==> src/rtl/cps_pkg.sv <==
// Purpose: shared constants for the charger protection selector
// Assumes: 40 MHz pclk, APB register access
// Notes: times are kept in their own units, counts derived from the clock
package cps_pkg;
	localparam int CPS_CLK_KHZ = 40000;
	localparam int CPS_QUAL_MS = 500;
	localparam int CPS_BLANK_US = 2000;
	localparam int CPS_QUAL_CYC = CPS_QUAL_MS * CPS_CLK_KHZ;
	localparam int CPS_BLANK_CYC = (CPS_BLANK_US * CPS_CLK_KHZ) / 1000;
	localparam int CPS_SYNC_STAGES = 2;
	// integrator scaling: rise per volt of switch drop, fixed decay step
	localparam int CPS_OP_RISE_PER_V = 18;
	localparam int CPS_OP_DECAY = 5;
	localparam int CPS_OP_TRIP = 20'h7D000;
	// register byte offsets
	localparam logic [7:0] CPS_CTRL_OFS = 8'h00;
	localparam logic [7:0] CPS_STATUS_OFS = 8'h04;
	localparam logic [7:0] CPS_CHG_SET_OFS = 8'h08;
	localparam logic [7:0] CPS_IN_SET_OFS = 8'h0C;
	localparam logic [7:0] CPS_OP_LVL_OFS = 8'h10;
	// control fields
	localparam int CPS_CTRL_CHG_BIT = 0;
	localparam int CPS_CTRL_LEARN_BIT = 1;
	localparam int CPS_CTRL_CELL_LO = 2;
	localparam logic [31:0] CPS_CTRL_RST = 32'h00000000;
	localparam logic [15:0] CPS_CHG_SET_RST = 16'h0000;
	localparam logic [15:0] CPS_IN_SET_RST = 16'h0000;
	// input limit cap: code for 100 mV across the input sense resistor
	localparam logic [15:0] CPS_IN_CAP = 16'h03E8;
	typedef enum {CPS_ST_ABSENT, CPS_ST_QUAL, CPS_ST_GOOD, CPS_ST_BATOFF,
		CPS_ST_ADAPTER} cps_state_t;
endpackage : cps_pkg

==> src/rtl/cps_selector.sv <==
// Purpose: protection and power-path supervisor for a battery charger
// Assumes: comparator results arrive asynchronously; APB slave, no waits
// Notes: switch drives are break-before-make, faults override selection
`timescale 1ns/1ps
`default_nettype none
module cps_selector
	import cps_pkg::*;
#(
	parameter int QUAL_CYC = cps_pkg::CPS_QUAL_CYC,
	parameter int BLANK_CYC = cps_pkg::CPS_BLANK_CYC,
	parameter int CODE_W = 16,
	parameter int RATE_W = 8,
	parameter int ACC_W = 20
) (
	// clock and reset
	input wire logic pclk,
	input wire logic presetn,
	// apb slave
	input wire logic psel,
	input wire logic penable,
	input wire logic pwrite,
	input wire logic [31:0] paddr,
	input wire logic [31:0] pwdata,
	output logic [31:0] prdata,
	output logic pready,
	output logic pslverr,
	// comparator results, asynchronous
	input wire logic supply_ok_cmp,
	input wire logic adapter_present_cmp,
	input wire logic adapter_detect_in,
	input wire logic overvoltage_set_in,
	input wire logic sync_threshold_cmp,
	input wire logic battery_ov_high_cmp,
	input wire logic battery_ov_low_cmp,
	input wire logic battery_short_cmp,
	input wire logic charge_overcurrent_cmp,
	input wire logic temp_high_cmp,
	input wire logic temp_low_cmp,
	input wire logic input_current_limit,
	input wire logic [RATE_W-1:0] switch_drop_code,
	// power path and converter controls
	output logic adapter_switch_drive,
	output logic battery_switch_drive,
	output logic charge_enable,
	output logic high_side_enable,
	output logic sync_mode,
	output logic discharge_sink_en,
	output logic internal_regulator_en,
	output logic input_current_monitor_en,
	output logic [1:0] cell_count,
	output logic [CODE_W-1:0] charge_current_code,
	output logic [CODE_W-1:0] input_limit_code,
	// open-drain adapter ok
	output logic adapter_ok_n_o,
	output logic adapter_ok_n_oe_n
);
	import cps_pkg::*;
	localparam int NSYNC = 12;
	localparam int S_SUP = 0, S_PRES = 1, S_DET = 2, S_OVP = 3, S_SYN = 4;
	localparam int S_BOVH = 5, S_BOVL = 6, S_BSH = 7, S_OC = 8, S_TH = 9;
	localparam int S_TL = 10, S_LIM = 11;
	function automatic logic in_map(input logic [31:0] a);
		in_map = (a == 32'(CPS_CTRL_OFS)) || (a == 32'(CPS_STATUS_OFS)) ||
			(a == 32'(CPS_CHG_SET_OFS)) || (a == 32'(CPS_IN_SET_OFS)) ||
			(a == 32'(CPS_OP_LVL_OFS));
	endfunction : in_map
	//------------------------------------------------------------
	// input synchronisers
	//------------------------------------------------------------
	logic [NSYNC-1:0] raw_in, meta_r, sync_r;
	logic [RATE_W-1:0] drop_meta_r, drop_r;
	assign raw_in = {input_current_limit, temp_low_cmp, temp_high_cmp,
		charge_overcurrent_cmp, battery_short_cmp, battery_ov_low_cmp,
		battery_ov_high_cmp, sync_threshold_cmp, overvoltage_set_in,
		adapter_detect_in, adapter_present_cmp, supply_ok_cmp};
	genvar gi;
	generate
		for (gi = 0; gi < NSYNC; gi++) begin : g_sync
			always_ff @(posedge pclk or negedge presetn) begin
				if (!presetn) begin
					meta_r[gi] <= 1'b0;
					sync_r[gi] <= 1'b0;
				end else begin
					meta_r[gi] <= raw_in[gi];
					sync_r[gi] <= meta_r[gi];
				end
			end
		end
	endgenerate
	// drop code is a slow analogue reading; per-bit skew only costs a step
	always_ff @(posedge pclk or negedge presetn) begin
		if (!presetn) begin
			drop_meta_r <= '0;
			drop_r <= '0;
		end else begin
			drop_meta_r <= switch_drop_code;
			drop_r <= drop_meta_r;
		end
	end
	logic sup_ok, det_ok, ovp;
	assign sup_ok = sync_r[S_SUP];
	assign det_ok = sync_r[S_DET];
	assign ovp = sync_r[S_OVP];
	//------------------------------------------------------------
	// apb registers
	//------------------------------------------------------------
	logic [31:0] ctrl_r;
	logic [CODE_W-1:0] chg_set_r;
	logic [CODE_W-1:0] in_set_r;
	logic [ACC_W-1:0] op_acc_r;
	logic [31:0] status;
	logic wr_en, learn, chg_req;
	assign wr_en = psel && penable && pwrite;
	assign learn = ctrl_r[CPS_CTRL_LEARN_BIT];
	assign chg_req = ctrl_r[CPS_CTRL_CHG_BIT];
	assign pready = 1'b1;
	assign pslverr = psel && penable && !in_map(paddr);
	always_ff @(posedge pclk or negedge presetn) begin
		if (!presetn) begin
			ctrl_r <= CPS_CTRL_RST;
			chg_set_r <= CPS_CHG_SET_RST;
			in_set_r <= CPS_IN_SET_RST;
		end else if (wr_en) begin
			if (paddr == 32'(CPS_CTRL_OFS)) begin
				ctrl_r <= {28'h0000000, pwdata[3:0]};
			end
			if (paddr == 32'(CPS_CHG_SET_OFS)) begin
				chg_set_r <= pwdata[CODE_W-1:0];
			end
			if (paddr == 32'(CPS_IN_SET_OFS)) begin
				in_set_r <= pwdata[CODE_W-1:0];
			end
		end
	end
	always_comb begin
		prdata = 32'h00000000;
		if (psel && !pwrite) begin
			case (paddr)
				32'(CPS_CTRL_OFS): prdata = ctrl_r;
				32'(CPS_STATUS_OFS): prdata = status;
				32'(CPS_CHG_SET_OFS): prdata = 32'(chg_set_r);
				32'(CPS_IN_SET_OFS): prdata = 32'(in_set_r);
				32'(CPS_OP_LVL_OFS): prdata = 32'(op_acc_r);
				default: prdata = 32'h00000000;
			endcase
		end
	end
	//------------------------------------------------------------
	// adapter qualification sequence
	//------------------------------------------------------------
	cps_state_t st_r;
	logic [31:0] qual_cnt_r;
	always_ff @(posedge pclk or negedge presetn) begin
		if (!presetn) begin
			st_r <= CPS_ST_ABSENT;
			qual_cnt_r <= '0;
		end else if (!sup_ok || !det_ok) begin
			st_r <= CPS_ST_ABSENT;
			qual_cnt_r <= '0;
		end else begin
			case (st_r)
				CPS_ST_ABSENT: begin
					st_r <= CPS_ST_QUAL;
					qual_cnt_r <= '0;
				end
				CPS_ST_QUAL: begin
					if (qual_cnt_r >= 32'(QUAL_CYC - 1)) begin
						st_r <= CPS_ST_GOOD;
					end else begin
						qual_cnt_r <= qual_cnt_r + 32'h00000001;
					end
				end
				CPS_ST_GOOD: st_r <= CPS_ST_BATOFF;
				CPS_ST_BATOFF: st_r <= CPS_ST_ADAPTER;
				CPS_ST_ADAPTER: st_r <= CPS_ST_ADAPTER;
				default: st_r <= CPS_ST_ABSENT;
			endcase
		end
	end
	logic ok_active;
	assign ok_active = (st_r == CPS_ST_GOOD) || (st_r == CPS_ST_BATOFF) ||
		(st_r == CPS_ST_ADAPTER);
	assign adapter_ok_n_o = 1'b0;
	assign adapter_ok_n_oe_n = !ok_active;
	//------------------------------------------------------------
	// over-power integrator and latch
	//------------------------------------------------------------
	logic [31:0] blank_cnt_r;
	logic blank_done;
	logic op_latch_r;
	logic det_d_r, sup_d_r;
	logic op_clear;
	logic [ACC_W:0] acc_up;
	logic [ACC_W-1:0] acc_nxt;
	assign blank_done = blank_cnt_r >= 32'(BLANK_CYC);
	assign op_clear = (det_ok && !det_d_r) || (sup_ok && !sup_d_r);
	assign acc_up = {1'b0, op_acc_r} +
		(ACC_W+1)'(drop_r * CPS_OP_RISE_PER_V);
	always_comb begin
		acc_nxt = op_acc_r;
		if (sync_r[S_LIM]) begin
			// saturate rather than wrap
			acc_nxt = acc_up[ACC_W] ? '1 : acc_up[ACC_W-1:0];
		end else if (op_acc_r > ACC_W'(CPS_OP_DECAY)) begin
			acc_nxt = op_acc_r - ACC_W'(CPS_OP_DECAY);
		end else begin
			acc_nxt = '0;
		end
	end
	always_ff @(posedge pclk or negedge presetn) begin
		if (!presetn) begin
			op_acc_r <= '0;
		end else begin
			op_acc_r <= acc_nxt;
		end
	end
	always_ff @(posedge pclk or negedge presetn) begin
		if (!presetn) begin
			blank_cnt_r <= '0;
		end else if (!adapter_switch_drive) begin
			blank_cnt_r <= '0;
		end else if (!blank_done) begin
			blank_cnt_r <= blank_cnt_r + 32'h00000001;
		end
	end
	always_ff @(posedge pclk or negedge presetn) begin
		if (!presetn) begin
			det_d_r <= 1'b0;
			sup_d_r <= 1'b0;
			op_latch_r <= 1'b0;
		end else begin
			det_d_r <= det_ok;
			sup_d_r <= sup_ok;
			// set wins over clear
			if (blank_done && adapter_switch_drive &&
				op_acc_r > ACC_W'(CPS_OP_TRIP)) begin
				op_latch_r <= 1'b1;
			end else if (op_clear) begin
				op_latch_r <= 1'b0;
			end
		end
	end
	//------------------------------------------------------------
	// converter protections
	//------------------------------------------------------------
	logic bov_r, therm_r;
	always_ff @(posedge pclk or negedge presetn) begin
		if (!presetn) begin
			bov_r <= 1'b0;
			therm_r <= 1'b0;
		end else begin
			if (sync_r[S_BOVH]) begin
				bov_r <= 1'b1;
			end else if (!sync_r[S_BOVL]) begin
				bov_r <= 1'b0;
			end
			if (sync_r[S_TH]) begin
				therm_r <= 1'b1;
			end else if (!sync_r[S_TL]) begin
				therm_r <= 1'b0;
			end
		end
	end
	//------------------------------------------------------------
	// power path selection and outputs
	//------------------------------------------------------------
	logic bshort, fault;
	logic want_ad, want_bat, chg_nxt;
	assign bshort = sync_r[S_BSH];
	assign fault = ovp || op_latch_r;
	always_comb begin
		want_ad = 1'b0;
		want_bat = 1'b1;
		if (!sup_ok) begin
			want_ad = 1'b0;
			want_bat = 1'b0;
		end else if (fault) begin
			want_ad = 1'b0;
			want_bat = 1'b1;
		end else if (st_r == CPS_ST_BATOFF) begin
			want_bat = 1'b0;
		end else if (st_r == CPS_ST_ADAPTER) begin
			if (learn && !bshort) begin
				want_ad = 1'b0;
				want_bat = 1'b1;
			end else begin
				want_ad = 1'b1;
				want_bat = 1'b0;
			end
		end
	end
	assign chg_nxt = chg_req && sup_ok && !fault && !learn && !therm_r &&
		(st_r == CPS_ST_ADAPTER);
	always_ff @(posedge pclk or negedge presetn) begin
		if (!presetn) begin
			adapter_switch_drive <= 1'b0;
			battery_switch_drive <= 1'b0;
			charge_enable <= 1'b0;
			discharge_sink_en <= 1'b0;
			high_side_enable <= 1'b0;
			sync_mode <= 1'b0;
		end else begin
			// break-before-make between the two drives
			adapter_switch_drive <= want_ad && !battery_switch_drive;
			battery_switch_drive <= want_bat && !adapter_switch_drive;
			charge_enable <= chg_nxt;
			discharge_sink_en <= chg_nxt;
			high_side_enable <= chg_nxt && !bov_r && !sync_r[S_BOVH] &&
				!sync_r[S_OC];
			sync_mode <= chg_nxt && sync_r[S_SYN];
		end
	end
	logic [CODE_W+1:0] in_lim;
	assign in_lim = {2'b00, in_set_r} + {3'b000, in_set_r[CODE_W-1:1]};
	always_ff @(posedge pclk or negedge presetn) begin
		if (!presetn) begin
			internal_regulator_en <= 1'b0;
			input_current_monitor_en <= 1'b0;
			charge_current_code <= '0;
			input_limit_code <= '0;
			cell_count <= 2'b00;
		end else begin
			internal_regulator_en <= sup_ok;
			input_current_monitor_en <= sup_ok && sync_r[S_PRES];
			charge_current_code <= bshort ? (chg_set_r >> 3) : chg_set_r;
			input_limit_code <= (in_lim > (CODE_W+2)'(CPS_IN_CAP)) ?
				CODE_W'(CPS_IN_CAP) : in_lim[CODE_W-1:0];
			cell_count <= ctrl_r[CPS_CTRL_CELL_LO+1:CPS_CTRL_CELL_LO];
		end
	end
	assign status = {21'h000000, bshort, therm_r, bov_r, op_latch_r, ovp,
		ok_active, sup_ok, det_ok, charge_enable, battery_switch_drive,
		adapter_switch_drive};
	//------------------------------------------------------------
	// checks
	//------------------------------------------------------------
	drives_excl_a: assert property (@(posedge pclk) disable iff (!presetn)
		!(adapter_switch_drive && battery_switch_drive))
		else $error("both switch drives on");
	ovp_response_a: assert property (@(posedge pclk) disable iff (!presetn)
		ovp |=> !adapter_switch_drive && !charge_enable ##1
		(battery_switch_drive || !sup_ok || $past(!ovp)))
		else $error("overvoltage response wrong");
	lockout_off_a: assert property (@(posedge pclk) disable iff (!presetn)
		!sup_ok |=> !internal_regulator_en && !adapter_switch_drive &&
		!battery_switch_drive)
		else $error("lockout left bias on");
	short_scale_a: assert property (@(posedge pclk) disable iff (!presetn)
		bshort |=> charge_current_code == ($past(chg_set_r) >> 3))
		else $error("short current not one eighth");
	therm_hold_a: assert property (@(posedge pclk) disable iff (!presetn)
		therm_r && sync_r[S_TL] |=> therm_r && !charge_enable)
		else $error("thermal released early");
	op_blank_a: assert property (@(posedge pclk) disable iff (!presetn)
		$rose(op_latch_r) |-> $past(blank_done) && $past(adapter_switch_drive))
		else $error("latch set in blanking");
	op_sticky_a: assert property (@(posedge pclk) disable iff (!presetn)
		op_latch_r && !op_clear |=> op_latch_r)
		else $error("latch cleared without cause");
	seq_order_a: assert property (@(posedge pclk) disable iff (!presetn)
		$rose(adapter_switch_drive) |-> !adapter_ok_n_oe_n &&
		$past(!battery_switch_drive, 1) && $past(!adapter_ok_n_oe_n, 2))
		else $error("adapter switch order wrong");
	hs_block_a: assert property (@(posedge pclk) disable iff (!presetn)
		bov_r |=> !high_side_enable)
		else $error("high side on in overvoltage");
	sync_mode_a: assert property (@(posedge pclk) disable iff (!presetn)
		sync_mode |-> charge_enable && discharge_sink_en && $past(sync_r[S_SYN]))
		else $error("sync mode without threshold");
endmodule : cps_selector
`default_nettype wire

==> config.mk <==
export PLATFORM = sky130hd
export DESIGN_NAME = cps_selector
export DESIGN_NICKNAME = d
export VERILOG_FILES = /design/src/rtl/cps_pkg.sv /design/src/rtl/cps_selector.sv
export SDC_FILE = /design/constraint.sdc
export NUM_CORES = 1
export LEC_CHECK = 0
export BUFFER_PORTS_ARGS = -buffer_cell sky130_fd_sc_hd__buf_2
export CAP_MARGIN = 20
export CORE_UTILIZATION = 57
export DETAILED_ROUTE_END_ITERATION = 12
export GPL_TIMING_DRIVEN = 0
export PLACE_DENSITY = 0.82
export SYNTH_ARGS = -nofsm -noshare
export SYNTH_HDL_FRONTEND = slang
export SYNTH_SLANG_ARGS = --single-unit
==> constraint.sdc <==
create_clock -name pclk -period 4.4 [get_ports pclk]
set_input_delay 0.44 -clock pclk [delete_from_list [all_inputs] [get_ports pclk]]
set_output_delay 0.44 -clock pclk [all_outputs]
set_load 0.01 [all_outputs]
---- Word-level counts from Yosys, hierarchy flattened ----
Cells that the tools add are included.
storage, ports and cells
  bits in registers ....................... 237
  latch bits .............................. 0
  memory bits (writable) .................. 0
  memory bits (read-only) ................. 0
  bits of input ports ..................... 89
  output and inout port bits .............. 78
  logic and storage cells ................. 160
  memories kept ........................... 0
operators by class
  add/sub/neg operators ................... 5
  multiply operators ...................... 1
  div/mod/pow operators ................... 0
  magnitude comparators ................... 5
  eq/ne operators ......................... 16
  shift-type cells ........................ 0
  muxes and demuxes ....................... 31
  bitwise gates (word level) .............. 0
  reductions and logical operators ........ 55
operators by type and width
  cell                                                              number
  2-to-1 mux 32 bit                                                 6
  == test 32 x 3 -> 1 bit (second input constant)                   4
  case mux 32 bit (4 select lines)                                  1
  case mux 20 bit (5 select lines)                                  1
  == test 32 x 4 -> 1 bit (second input constant)                   3
  2-to-1 mux 20 bit                                                 4
  adder 32 x 1 -> 32 bit (second input constant)                    2
  == test 32 x 2 -> 1 bit (second input constant)                   2
  zero test 32 bit                                                  2
  case mux 32 bit (2 select lines)                                  1
  == test 32 x 1 -> 1 bit (second input constant)                   1
  == test 32 x 5 -> 1 bit (second input constant)                   1
  >= comparator 32 x 17 -> 1 bit (second input constant)            1
  >= comparator 32 x 25 -> 1 bit (second input constant)            1
  2-to-1 mux 16 bit                                                 2
  adder 20 x 13 -> 21 bit                                           1
  logical AND 1 bit                                                 21
  greater-than comparator 20 x 19 -> 1 bit (second input constant)  1
  greater-than comparator 20 x 3 -> 1 bit (second input constant)   1
  subtractor 20 x 3 -> 20 bit (second input constant)               1
  adder 16 x 15 -> 17 bit                                           1
  greater-than comparator 17 x 10 -> 1 bit (second input constant)  1
  zero test 1 bit                                                   16
  2-to-1 mux 1 bit                                                  16
  8 further kinds                                                   22

---- Logic depth before layout (Yosys ltp) ----
Gate-level depths: netlist (run 1).
  depth in word-level cells ............... 9
  gate-level depth with buffers ........... 18
  mapped depth without buffers ............ 17

---- Worst setup path after synthesis (run 1) ----
OpenSTA, ideal clock, no wires.
  kind .................................... reg-to-reg
  start ................................... register drop_r[1]
  end ..................................... register op_acc_r[10]
  library setup time ...................... 0.137 ns
  arrival time ............................ 3.624 ns
  data required time ...................... 4.263 ns
  path slack .............................. 0.639 ns
  cell stages (with the launch flop) ...... 19
  path buffers ............................ 1
  period minus slack after synthesis ...... 3.761 ns
  cells stage by stage .................... dfrtp_1 ha_1 ha_1 fa_1 a21oi_1 nor2_1 nor2_1 nor2b_1 o21ai_0 xnor2_1 ha_1 or2_2 o31ai_1 a31oi_1 a21oi_1 nor2_1 nor2_1 clkbuf_1 a21oi_1
between the ends
  cells in the longest elaborated chain, start to end .. 4
ends and longest elaborated chain
  what                        line                 source
  from (decl)                 cps_selector.sv:71   logic [RATE_W-1:0] drop_meta_r, drop_r;
  from (signal assigned)      cps_selector.sv:97   drop_r <= drop_meta_r;
  multiplier 8 x 4 -> 12 bit  cps_selector.sv:198  (ACC_W+1)'(drop_r * CPS_OP_RISE_PER_V);
  adder 20 x 13 -> 21 bit     cps_selector.sv:197  assign acc_up = {1'b0, op_acc_r} +
  2-to-1 mux 20 bit           cps_selector.sv:203  acc_nxt = acc_up[ACC_W] ? '1 : acc_up[ACC_W-1:0];
  2-to-1 mux 20 bit           cps_selector.sv:201  if (sync_r[S_LIM]) begin
  net acc_nxt[10]             cps_selector.sv:194  logic [ACC_W-1:0] acc_nxt;
  to (signal assigned)        cps_selector.sv:214  op_acc_r <= acc_nxt;
  to (decl)                   cps_selector.sv:110  logic [ACC_W-1:0] op_acc_r;
The timed path passes the listed nets, and every way through them passes these cells.
A chain may end at the register's enable or synchronous reset.

---- Worst setup path after layout (run 1) ----
  start ................................... register drop_r[1]
  end ..................................... register op_acc_r[4]
Same word-level chain as after synthesis.

==> qor.csv, run 1 <==
metric,value,unit
GPL Wtd Cong,0.891,
Synth cell types,64,
clock-pin slew on the worst setup and hold paths,0.06,ns
CP max FO,10,
port bufs,135,
drt initial violations,733,
commonest register cell after synthesis,dfrtp_1,
first-pass GRT wire length,38900,um
mapped cell area,10400,sq um
post-route cell area,12300,sq um
Critical path origin,drop_r[1]$_DFF_PN0_,
final setup vio count,0,
LEAKAGE,5.99,nW
residual DRC count,0,
crit path capture type,flip-flop,
Bufs on Longest Clock Path,3,
"FF+latch count, synth",208,
Core Box Area,18000,sq um
CP Class,flip-flop to flip-flop,
crit path DAT,4.43,ns
post-route minimum period,4.06,ns
period utilization,0.922,
Reg-to-Reg End,op_acc_r[4]$_DFF_PN0_,
number of synthesized flops with an enable pin,0,
Clock Sink Count,208,
Fmax,246,MHz
final wirelength,24200,um
share of cells above drive strength 1,0.220,
First-pass DRT Iterations,8,
CTS Buf Count,23,
CP dominant cell by count,nor2_1,
Syn. warnings,0,
GRT overflow,0,
"Slew Viols, Final",0,
num rows,49,
R2R setup slack,0.34,ns
Max H-tree Level,1,
"antenna viol nets, final",0,
final net count,1305,
largest net degree at the start of global routing,127,
asr flop ratio synth,1.00,
r2r worst-path depth,18,
Worst R2R Start,drop_r[1]$_DFF_PN0_,
DIE WIDTH,137,um
worst path required time,4.77,ns
vias in the first global route,7938,
wire length per cell,17.1,um
Max-cap violations,0,
CP max stage delay,0.43,ns
Critical Path End,op_acc_r[4]$_DFF_PN0_,
final hold violation count,0,
initial antenna violation count,3,
detail-routed via count per cell,5.82,
Final Util,0.685,
Hold WC Path Type,primary input to flip-flop,
Post-DP Area,11500,sq um
Die H,137,um
Clock Latency Late Sink,0.52,ns
pwr dens,420,nW/um^2
hold path start,temp_high_cmp,
Cells after Synth,986,
I/O pin count,167,
all-layer global routing usage,0.266,
"most common cell after layout, fill and taps aside",dfrtp_1,
Least-Margin Pin Slew,0.987,ns
routed via count,8239,
Slew headroom,0.336,
Startpoint Class,flip-flop,
CTS tree,done,
Area Growth Syn to Fin,18.0,%
RSZ-0062 raised after global routing,false,
most frequent cells in the layout,"dfrtp_1, buf_2, nor2_1",
Root Driver,clkbuf_16,
initial core utilization,0.581,
Power Total,5.18,mW
maximum vdd drop,0.000333,V
Setup Skew,0.0197,ns
status,finished clean,
worst path cell trace,ha_1 > ha_1 > fa_1 > a21oi_1 > nor2_1 > nor2_1 > nor2b_1 > o21ai_0 > xnor2_1 > ha_1 > or2_2 > o31ai_1 > a31oi_1 > a21oi_2 > nor2_1 > nor2_1 > clkbuf_2 > a21oi_1,
DP Wirelength,17500,um
slowest cell on the critical path,dfrtp_1,
"Seq/Total Area, Yosys",0.499,
Die ar.,18900,sq um
Avg Inst Size Synth,10.6,sq um
[through the flow]
stage / TNS [ns] / cells / hold WS, ns / worst slack, ns
floorplan: 0 / 1004 / 0.144 / 0.639
global placement: -91.06 / 1368 / 0.332 / -0.452
detailed placement: -0.124 / 1369 / 0.335 / -0.0263
CTS: 0 / 1412 / 0.00904 / 0.0521
global route: 0 / 1415 / 0.0130 / 0.112
finish: 0 / 1415 / 0.0230 / 0.342
[report_power, final]
group          leakage, nW  internal, mW  switching (mW)
sequential            2.73          2.03           0.161
clock                0.379          1.19           0.779
combinational         2.88         0.447           0.573
total                 5.99          3.66            1.51
[layer usage]
metal,up-vias,wire (um),GRT usage
li1,3850,-,-
met1,3988,10300,0.368
met3,59,1890,0.0471
met5,-,8,0
met2,340,11300,0.427
met4,2,660,0.0830
[sequential cells by signal (all words and copies together) (netlist names), 2 cells and up]
signal and flops:
op_acc_r 20, input_limit_code 16, drop_r 8, in_set_r 16
chg_set_r 16, st_r 3, cell_count 2, sync_r 8
ctrl_r 4, charge_current_code 16, drop_meta_r 8, qual_cnt_r 32
blank_cnt_r 32, meta_r 12
[cell families after synthesis]
| group | after synthesis | synth area share |
|---|---|---|
| buffers and inverters | 73 | 0.0319 |
| AO/OA/AOI/OAI | 181 | 0.112 |
| XOR/XNOR | 65 | 0.0546 |
| AND/OR/NAND/NOR | 349 | 0.176 |
| adder cells (fa/ha/maj) | 49 | 0.0609 |
| other | 2 | 0.000720 |
| multiplexers | 59 | 0.0646 |
| flip-flops | 208 | 0.499 |
[synthesized netlist by cell type, drive strengths merged, types with 10 or more instances]
master / n / area, sq um
mux2: 57 / 642
and3: 17 / 106
dfrtp: 208 / 5200
nor4: 19 / 125
nor2: 81 / 304
a21o: 11 / 82.6
ha: 46 / 576
buf: 18 / 126
a21oi: 66 / 330
and2: 47 / 294
nor3: 23 / 115
xor2: 32 / 280
inv: 25 / 93.8
clkbuf: 30 / 113
nand2b: 10 / 62.6
a222oi: 12 / 120
nand3: 23 / 115
nor2b: 17 / 106
nand4: 17 / 106
nand2: 58 / 218
o21ai: 33 / 165
xnor2: 33 / 289
[repair_timing]
item                                    in CTS  in global routing
pin swaps                                    0                  1
endpoints found under the hold margin       82                  0
hold buffers                                 1                  0
buffers inserted                             0                  1
resized for setup                            1                  2
endpoints found under the setup margin      10                 10
[final cells by class]
cell class	count	area, sq um
Inverter	25	93.8
Fill cell	1345	5650
Sequential cell	208	5200
Clock buffer	29	628
Clock inverter	13	151
Antenna cell	2	5.00
Buffer	48	240
Timing Repair Buffer	138	731
Tap cell	229	287
Multi-Input combinational cell	723	4970
[critical path, delay by kind of cell, from the launching register on]
family	cells	cell delay, ns
AO/OA/AOI/OAI	6	0.89
XOR/XNOR	1	0.15
adder cells (fa/ha/maj)	4	1.24
buffers and inverters	1	0.32
flip-flops	1	0.43
AND/OR/NAND/NOR	6	0.89
[how the worst min path moves through the flow]
stage                                     end  slack, ns  cells past startpoint
5_1_grt                   meta_r[3]$_DFF_PN0_       0.01                      1
3_5_place_dp                 bshort$_DFF_PN0_       0.33                      0
6_report                  meta_r[9]$_DFF_PN0_       0.02                      1
2_1_floorplan  adapter_switch_drive$_DFF_PN0_       0.14                      0
4_1_cts                   meta_r[9]$_DFF_PN0_      0.009                      1
3_3_place_gp                 sup_ok$_DFF_PN0_       0.33                      0
Power figures use the tool's default switching activity.
==> run 2, diff against run 1 <==
--- a/config.mk
+++ b/config.mk
@@ -9,7 +9,7 @@
 export CAP_MARGIN = 20
 export CORE_UTILIZATION = 57
 export DETAILED_ROUTE_END_ITERATION = 12
-export GPL_TIMING_DRIVEN = 0
+export HOLD_SLACK_MARGIN = 0.1
 export PLACE_DENSITY = 0.82
 export SYNTH_ARGS = -nofsm -noshare
 export SYNTH_HDL_FRONTEND = slang
==> run 2 against run 1 <==
  * Sequential cell count did not move
  * Combinational power fell by 5%
  * Largest cell class unchanged
  * Largest power group unchanged
  * Die area did not move
  * Routed wire length fell by 1.9%
  * Final area fell by 0.38%
  * Critical path depth fell by 2
==> qor.csv, run 2 (synthesis results as in run 1) <==
metric,value,unit,change
Fmax,250,MHz,+1.6%
maximum vdd drop,0.000419,V,+26%
clock-pin slew on the worst setup and hold paths,0.06,ns,about the same
crit path DAT,4.43,ns,about the same
Clock Latency Late Sink,0.51,ns,about the same
CP Class,flip-flop to flip-flop,,
Max-cap violations,0,,unchanged
DP Wirelength,16500,um,-6.1%
Hold WC Path Type,primary input to flip-flop,,
I/O pin count,167,,unchanged
Sw Share,0.291,,-0.00114
"antenna viol nets, final",0,,unchanged
final setup vio count,0,,unchanged
fill cell count,1339,,-0.45%
Reg power frac,0.438,,+0.015
Bufs on Longest Clock Path,3,,unchanged
RSZ-0062 raised after global routing,false,,
net switching power,1.49,mW,-1.6%
setup TNS,0,ns,unchanged
wire length per cell,17.0,um,-0.16%
post-route minimum period,3.99,ns,-0.0635 ns
Post-DP Area,11300,sq um,-1.8%
clock power share,0.373,,-0.007
worst setup margin,0.405,ns,+0.0635 ns
pre-CTS setup slack,0.522,ns,+0.548 ns
final hold violation count,0,,unchanged
worst path required time,4.83,ns,+0.06 ns
Least-Margin Pin Slew,0.968,ns,-0.0188 ns
CP max FO,4,,-6
DIE WIDTH,137,um,unchanged
Area Growth Syn to Fin,17.5,%,
period utilization,0.908,,-0.0144
final wirelength,23700,um,-1.9%
detail-routed via count per cell,5.86,,+0.61%
crit path capture type,flip-flop,,
Slew headroom,0.352,,+0.0156
num rows,49,,unchanged
final net count,1281,,-1.8%
Fin Hold WS,0.181,ns,+0.158 ns
all-layer global routing usage,0.260,,-0.00543
residual DRC count,0,,unchanged
first-pass GRT wire length,38600,um,-0.81%
pwr dens,417,nW/um^2,-0.86%
status,finished clean,,
Core Box Area,18000,sq um,unchanged
Startpoint Class,flip-flop,,
routed via count,8143,,-1.2%
First-pass DRT Iterations,5,,-3
Post-Layout Cell Count,1390,,-1.8%
GPL Wtd Cong,0.886,,-0.55%
port bufs,136,,+0.74%
CTS tree,done,,
top flop regs,"blank_cnt_r: 32 flops, qual_cnt_r: 32 flops, op_acc_r: 20 flops",,
largest net degree at the start of global routing,113,,-11%
CTS Buf Count,22,,-4.3%
share of cells above drive strength 1,0.210,,-0.0108
Root Driver,clkbuf_16,,
Clock Sink Count,208,,unchanged
drt initial violations,518,,-29%
Max H-tree Level,1,,unchanged
LEAKAGE,5.95,nW,-0.63%
Setup Skew,0.0112,ns,-0.00854 ns
"most common cell after layout, fill and taps aside",dfrtp_1,,
post-route cell area,12300,sq um,-0.38%
GRT overflow,0,,unchanged
Die H,137,um,unchanged
cell-internal power,3.62,mW,-1.1%
Cells after DPL,1327,,-3.1%
Gate power share,0.190,,-0.007
Die ar.,18900,sq um,unchanged
most frequent cells in the layout,"dfrtp_1, buf_2, nor2_1",,
vias in the first global route,7934,,-0.050%
initial core utilization,0.581,,unchanged
"Slew Viols, Final",0,,unchanged
initial antenna violation count,3,,unchanged
==> run 2: cell types whose count changed in the layout (fill, tap and decap cells not counted), moves of 2 or more <==
| cell | delta |
|---|---|
| clkbuf_1 | -27 |
| dlygate4sd3_1 | +20 |
| clkinvlp_4 | -2 |
| clkinv_2 | -2 |
| buf_4 | -11 |
| clkbuf_8 | +3 |
==> run 2: worst paths after layout <==
kind	startpoint	endpoint	slack, ns	cells past startpoint
setup / recovery	drop_r[2]$_DFF_PN0_	op_acc_r[17]$_DFF_PN0_	0.41	16
hold / removal	pwdata[15]	in_set_r[15]$_DFFE_PN0P_	0.18	2
setup reg to reg	drop_r[2]$_DFF_PN0_	op_acc_r[17]$_DFF_PN0_	0.41	16
hold reg to reg	drop_meta_r[2]$_DFF_PN0_	drop_r[2]$_DFF_PN0_	0.34	0
max in group asynchronous	presetn	qual_cnt_r[12]$_DFFE_PN0P_	2.77	3
min in group asynchronous	presetn	chg_set_r[15]$_DFFE_PN0P_	0.62	2
==> run 2: power groups by stage <==
stage / combinational, mW / sequential (mW) / clock (mW)
floorplan: 0.749 / 2.16 / 0
global placement: 0.909 / 2.26 / 0
finish: 0.970 / 2.24 / 1.91
CTS: 0.966 / 2.23 / 1.94
global route: 1.10 / 2.25 / 2.01
detailed placement: 0.935 / 2.26 / 0
==> run 2: area by class of cell <==
type	instances	area [sq um]	share of cell area
flip-flops and latches	208	5200	0.424
multi-input cells	723	4970	0.405
repair buffers	163	957	0.0780
clock buffers	33	663	0.0541
well taps	229	287	0.0234
inverters	25	93.8	0.00765
clock inverters	7	87.6	0.00714
diodes	2	5.00	0.000408
==> run 2: stage by stage <==
| stage | power [mW] | util |
|---|---|---|
| after floorplan | 2.91 | - |
| after global placement | 3.17 | 0.629 |
| after detailed placement | 3.20 | 0.629 |
| after CTS | 5.14 | 0.682 |
| after global routing | 5.37 | 0.683 |
| final | 5.11 | 0.683 |
==> run 2: timing repair <==
item                                   CTS  global route
endpoints found under the hold margin   24             0
setup buffers                            0             0
gates resized for setup                  0             0
hold buffers                            21             0
==> run 2: per-layer routing <==
| metal | global-route usage | vias up | part of all wire |
|---|---|---|---|
| li1 | - | 3799 | - |
| met1 | 0.345 | 3964 | 0.42 |
| met2 | 0.429 | 317 | 0.47 |
| met3 | 0.0493 | 61 | 0.073 |
| met4 | 0.0897 | 2 | 0.030 |
| met5 | 0 | - | 0.00034 |
==> run 2: worst max-delay path, stage by stage, from the launching register on <==
cell,delay [ns]
dfrtp_1,0.39
ha_1,0.34
ha_1,0.31
a21o_1,0.16
a21oi_1,0.25
o21bai_1,0.10
a21oi_1,0.24
xnor2_1,0.13
ha_1,0.35
and3_1,0.20
a21boi_0,0.21
a41oi_1,0.10
a21oi_1,0.31
or3b_2,0.49
inv_1,0.06
o21ai_0,0.07
a21oi_1,0.16
==> run 3, diff against run 2 <==
--- a/config.mk
+++ b/config.mk
@@ -7,10 +7,11 @@
 export LEC_CHECK = 0
 export BUFFER_PORTS_ARGS = -buffer_cell sky130_fd_sc_hd__buf_2
 export CAP_MARGIN = 20
-export CORE_UTILIZATION = 57
+export CORE_ASPECT_RATIO = 2
+export CORE_UTILIZATION = 40
 export DETAILED_ROUTE_END_ITERATION = 12
 export HOLD_SLACK_MARGIN = 0.1
-export PLACE_DENSITY = 0.82
+export PLACE_DENSITY = 0.62
 export SYNTH_ARGS = -nofsm -noshare
 export SYNTH_HDL_FRONTEND = slang
 export SYNTH_SLANG_ARGS = --single-unit
==> run 3 against run 2 <==
  * First-iteration DRC count shrank 10%
  * Critical endpoint unchanged
  * Clock skew shrank 0.0037 ns
  * Worst hold slack lost 0.0065 ns
  * Sequential cell count is the same
  * Via count shrank 3.3%
  * Non-clock buffer count grew 3
  * Highest routed layer unchanged
  * Sequential share of layout area shrank 0.28 points
  * Power shrank 1.3%
  * Count of clock-buffer cells in the layout shrank 7
==> qor.csv, run 3 (synthesis results as in run 1) <==
metric,value,unit,change
status,finished clean,,
Bufs on Longest Clock Path,3,,unchanged
Clock Latency Late Sink,0.52,ns,about the same
Core Box Area,25700,sq um,+43%
drt initial violations,465,,-10%
all-layer global routing usage,0.197,,-0.0629
final net count,1283,,+0.16%
Die H,230,um,+68%
final hold violation count,0,,unchanged
post-route cell area,12300,sq um,+0.67%
LEAKAGE,5.93,nW,-0.36%
CP Class,flip-flop to flip-flop,,
Root Driver,clkbuf_16,,
"most common cell after layout, fill and taps aside",dfrtp_1,,
Post-CTS Setup Inserts,0,,unchanged
Max H-tree Level,1,,unchanged
CP max FO,4,,unchanged
final setup vio count,0,,unchanged
detail-routed via count per cell,5.26,,-10%
clock-pin slew on the worst setup and hold paths,0.06,ns,about the same
routed via count,7878,,-3.3%
final wirelength,25700,um,+8.5%
largest net degree at the start of global routing,133,,+18%
vias in the first global route,8000,,+0.83%
Area Growth Syn to Fin,18.3,%,
Post-DP Area,11400,sq um,+1.3%
Least-Margin Pin Slew,1.02,ns,+0.0549 ns
worst setup margin,0.500,ns,+0.0951 ns
GRT overflow,0,,unchanged
maximum vdd drop,0.000360,V,-14%
post-route minimum period,3.90,ns,-0.0951 ns
share of cells above drive strength 1,0.210,,about the same
Die ar.,26800,sq um,+42%
RSZ-0062 raised after global routing,false,,
CTS Buf Count,21,,-4.5%
initial antenna violation count,2,,-1
DIE WIDTH,116,um,-15%
initial core utilization,0.407,,-0.174
Slew headroom,0.315,,-0.0368
most frequent cells in the layout,"dfrtp_1, buf_2, nor2_1",,
"Slew Viols, Final",0,,unchanged
First-pass DRT Iterations,8,,+3
worst hold stages,2,,unchanged
Power Total,5.04,mW,-1.3%
Post-CTS Resized,0,,unchanged
Hold WC Path Type,primary input to flip-flop,,
GPL Wtd Cong,0.826,,-6.8%
worst path required time,4.84,ns,about the same
pwr dens,409,nW/um^2,-2.0%
wire length per cell,17.2,um,+0.61%
Fmax,256,MHz,+2.4%
pre-CTS setup slack,0.525,ns,+0.00287 ns
r2r worst-path depth,16,,unchanged
"antenna viol nets, final",0,,unchanged
setup TNS,0,ns,unchanged
Max-cap violations,0,,unchanged
port bufs,136,,unchanged
DP Wirelength,19200,um,+16%
Setup Skew,0.00749,ns,-0.00368 ns
top flop regs,"blank_cnt_r: 32 flops, qual_cnt_r: 32 flops, op_acc_r: 20 flops",,
crit path capture type,flip-flop,,
period utilization,0.886,,-0.0216
Clock Sink Count,208,,unchanged
num rows,83,,+69%
CTS tree,done,,
first-pass GRT wire length,40800,um,+5.7%
I/O pin count,167,,unchanged
Final Util,0.481,,-0.201
crit path DAT,4.34,ns,-0.09 ns
residual DRC count,0,,unchanged
Startpoint Class,flip-flop,,
==> run 3: changes by cell type in the layout (fill, tap and decap cells not counted) <==
cell | before | now
clkbuf_8 | 6 | 1
diode_2 | 2 | 1
bufinv_16 | 2 | 3
buf_12 | 1 | 0
clkbuf_1 | 5 | 4
clkbuf_16 | 23 | 21
inv_6 | 0 | 1
buf_8 | 0 | 1
buf_4 | 5 | 9
clkinv_2 | 4 | 5
==> run 3: stage by stage <==
step	instances	hold WS [ns]
finish	1499	0.174
floorplan	1004	0.144
global placement	1441	0.334
detailed placement	1441	0.335
CTS	1498	0.161
global route	1499	0.187
==> run 3: final timing paths <==
check / start / endpoint / slack (ns)
max: drop_r[2]$_DFF_PN0_ / op_acc_r[17]$_DFF_PN0_ / 0.50
min: pwdata[8] / in_set_r[8]$_DFFE_PN0P_ / 0.17
max reg2reg: drop_r[2]$_DFF_PN0_ / op_acc_r[17]$_DFF_PN0_ / 0.50
min reg2reg: drop_meta_r[4]$_DFF_PN0_ / drop_r[4]$_DFF_PN0_ / 0.35
max in group asynchronous: presetn / charge_current_code[5]$_DFF_PN0_ / 2.80
min in group asynchronous: presetn / qual_cnt_r[15]$_DFFE_PN0P_ / 0.61
==> run 3: layer usage <==
layer	vias to the layer above	wire length (um)	track usage
met2	161	14200	0.370
met5	-	13	0
met4	2	1040	0.0925
met3	58	775	0.0192
li1	3795	-	-
met1	3862	9650	0.217
==> run 3: critical path, cell delays in order, from the launching register on <==
cell and delay (ns):
dfrtp_1 0.39, ha_1 0.35, ha_1 0.31, a21o_1 0.16, a21oi_1 0.22, o21bai_1 0.09, a21oi_1 0.23, xnor2_1 0.12
ha_1 0.34, and3_1 0.18, a21boi_0 0.17, a41oi_1 0.11, a21oi_1 0.37, or3b_2 0.49, inv_1 0.06, o21ai_0 0.06
a21oi_1 0.16
==> run 3: area by class of cell <==
cell class              count  area (sq um)
diodes                      1          2.50
clock buffers              26           554
clock inverters            10           131
fillers                  2458         13300
inverters                  25          93.8
multi-input cells         723          4970
flip-flops and latches    208          5200
well taps                 340           425
repair buffers            166           968
==> run 3: report_power, final <==
part,total [mW],internal (mW),switching (mW),leakage (nW)
combinational,0.976,0.444,0.532,2.86
sequential,2.24,2.03,0.211,2.73
clock,1.83,1.07,0.759,0.337
==> run 3: what timing repair did <==
item / CTS / global route
setup endpoints to repair: 0 / 0
hold buffers: 21 / 0
endpoints found under the hold margin: 57 / 0
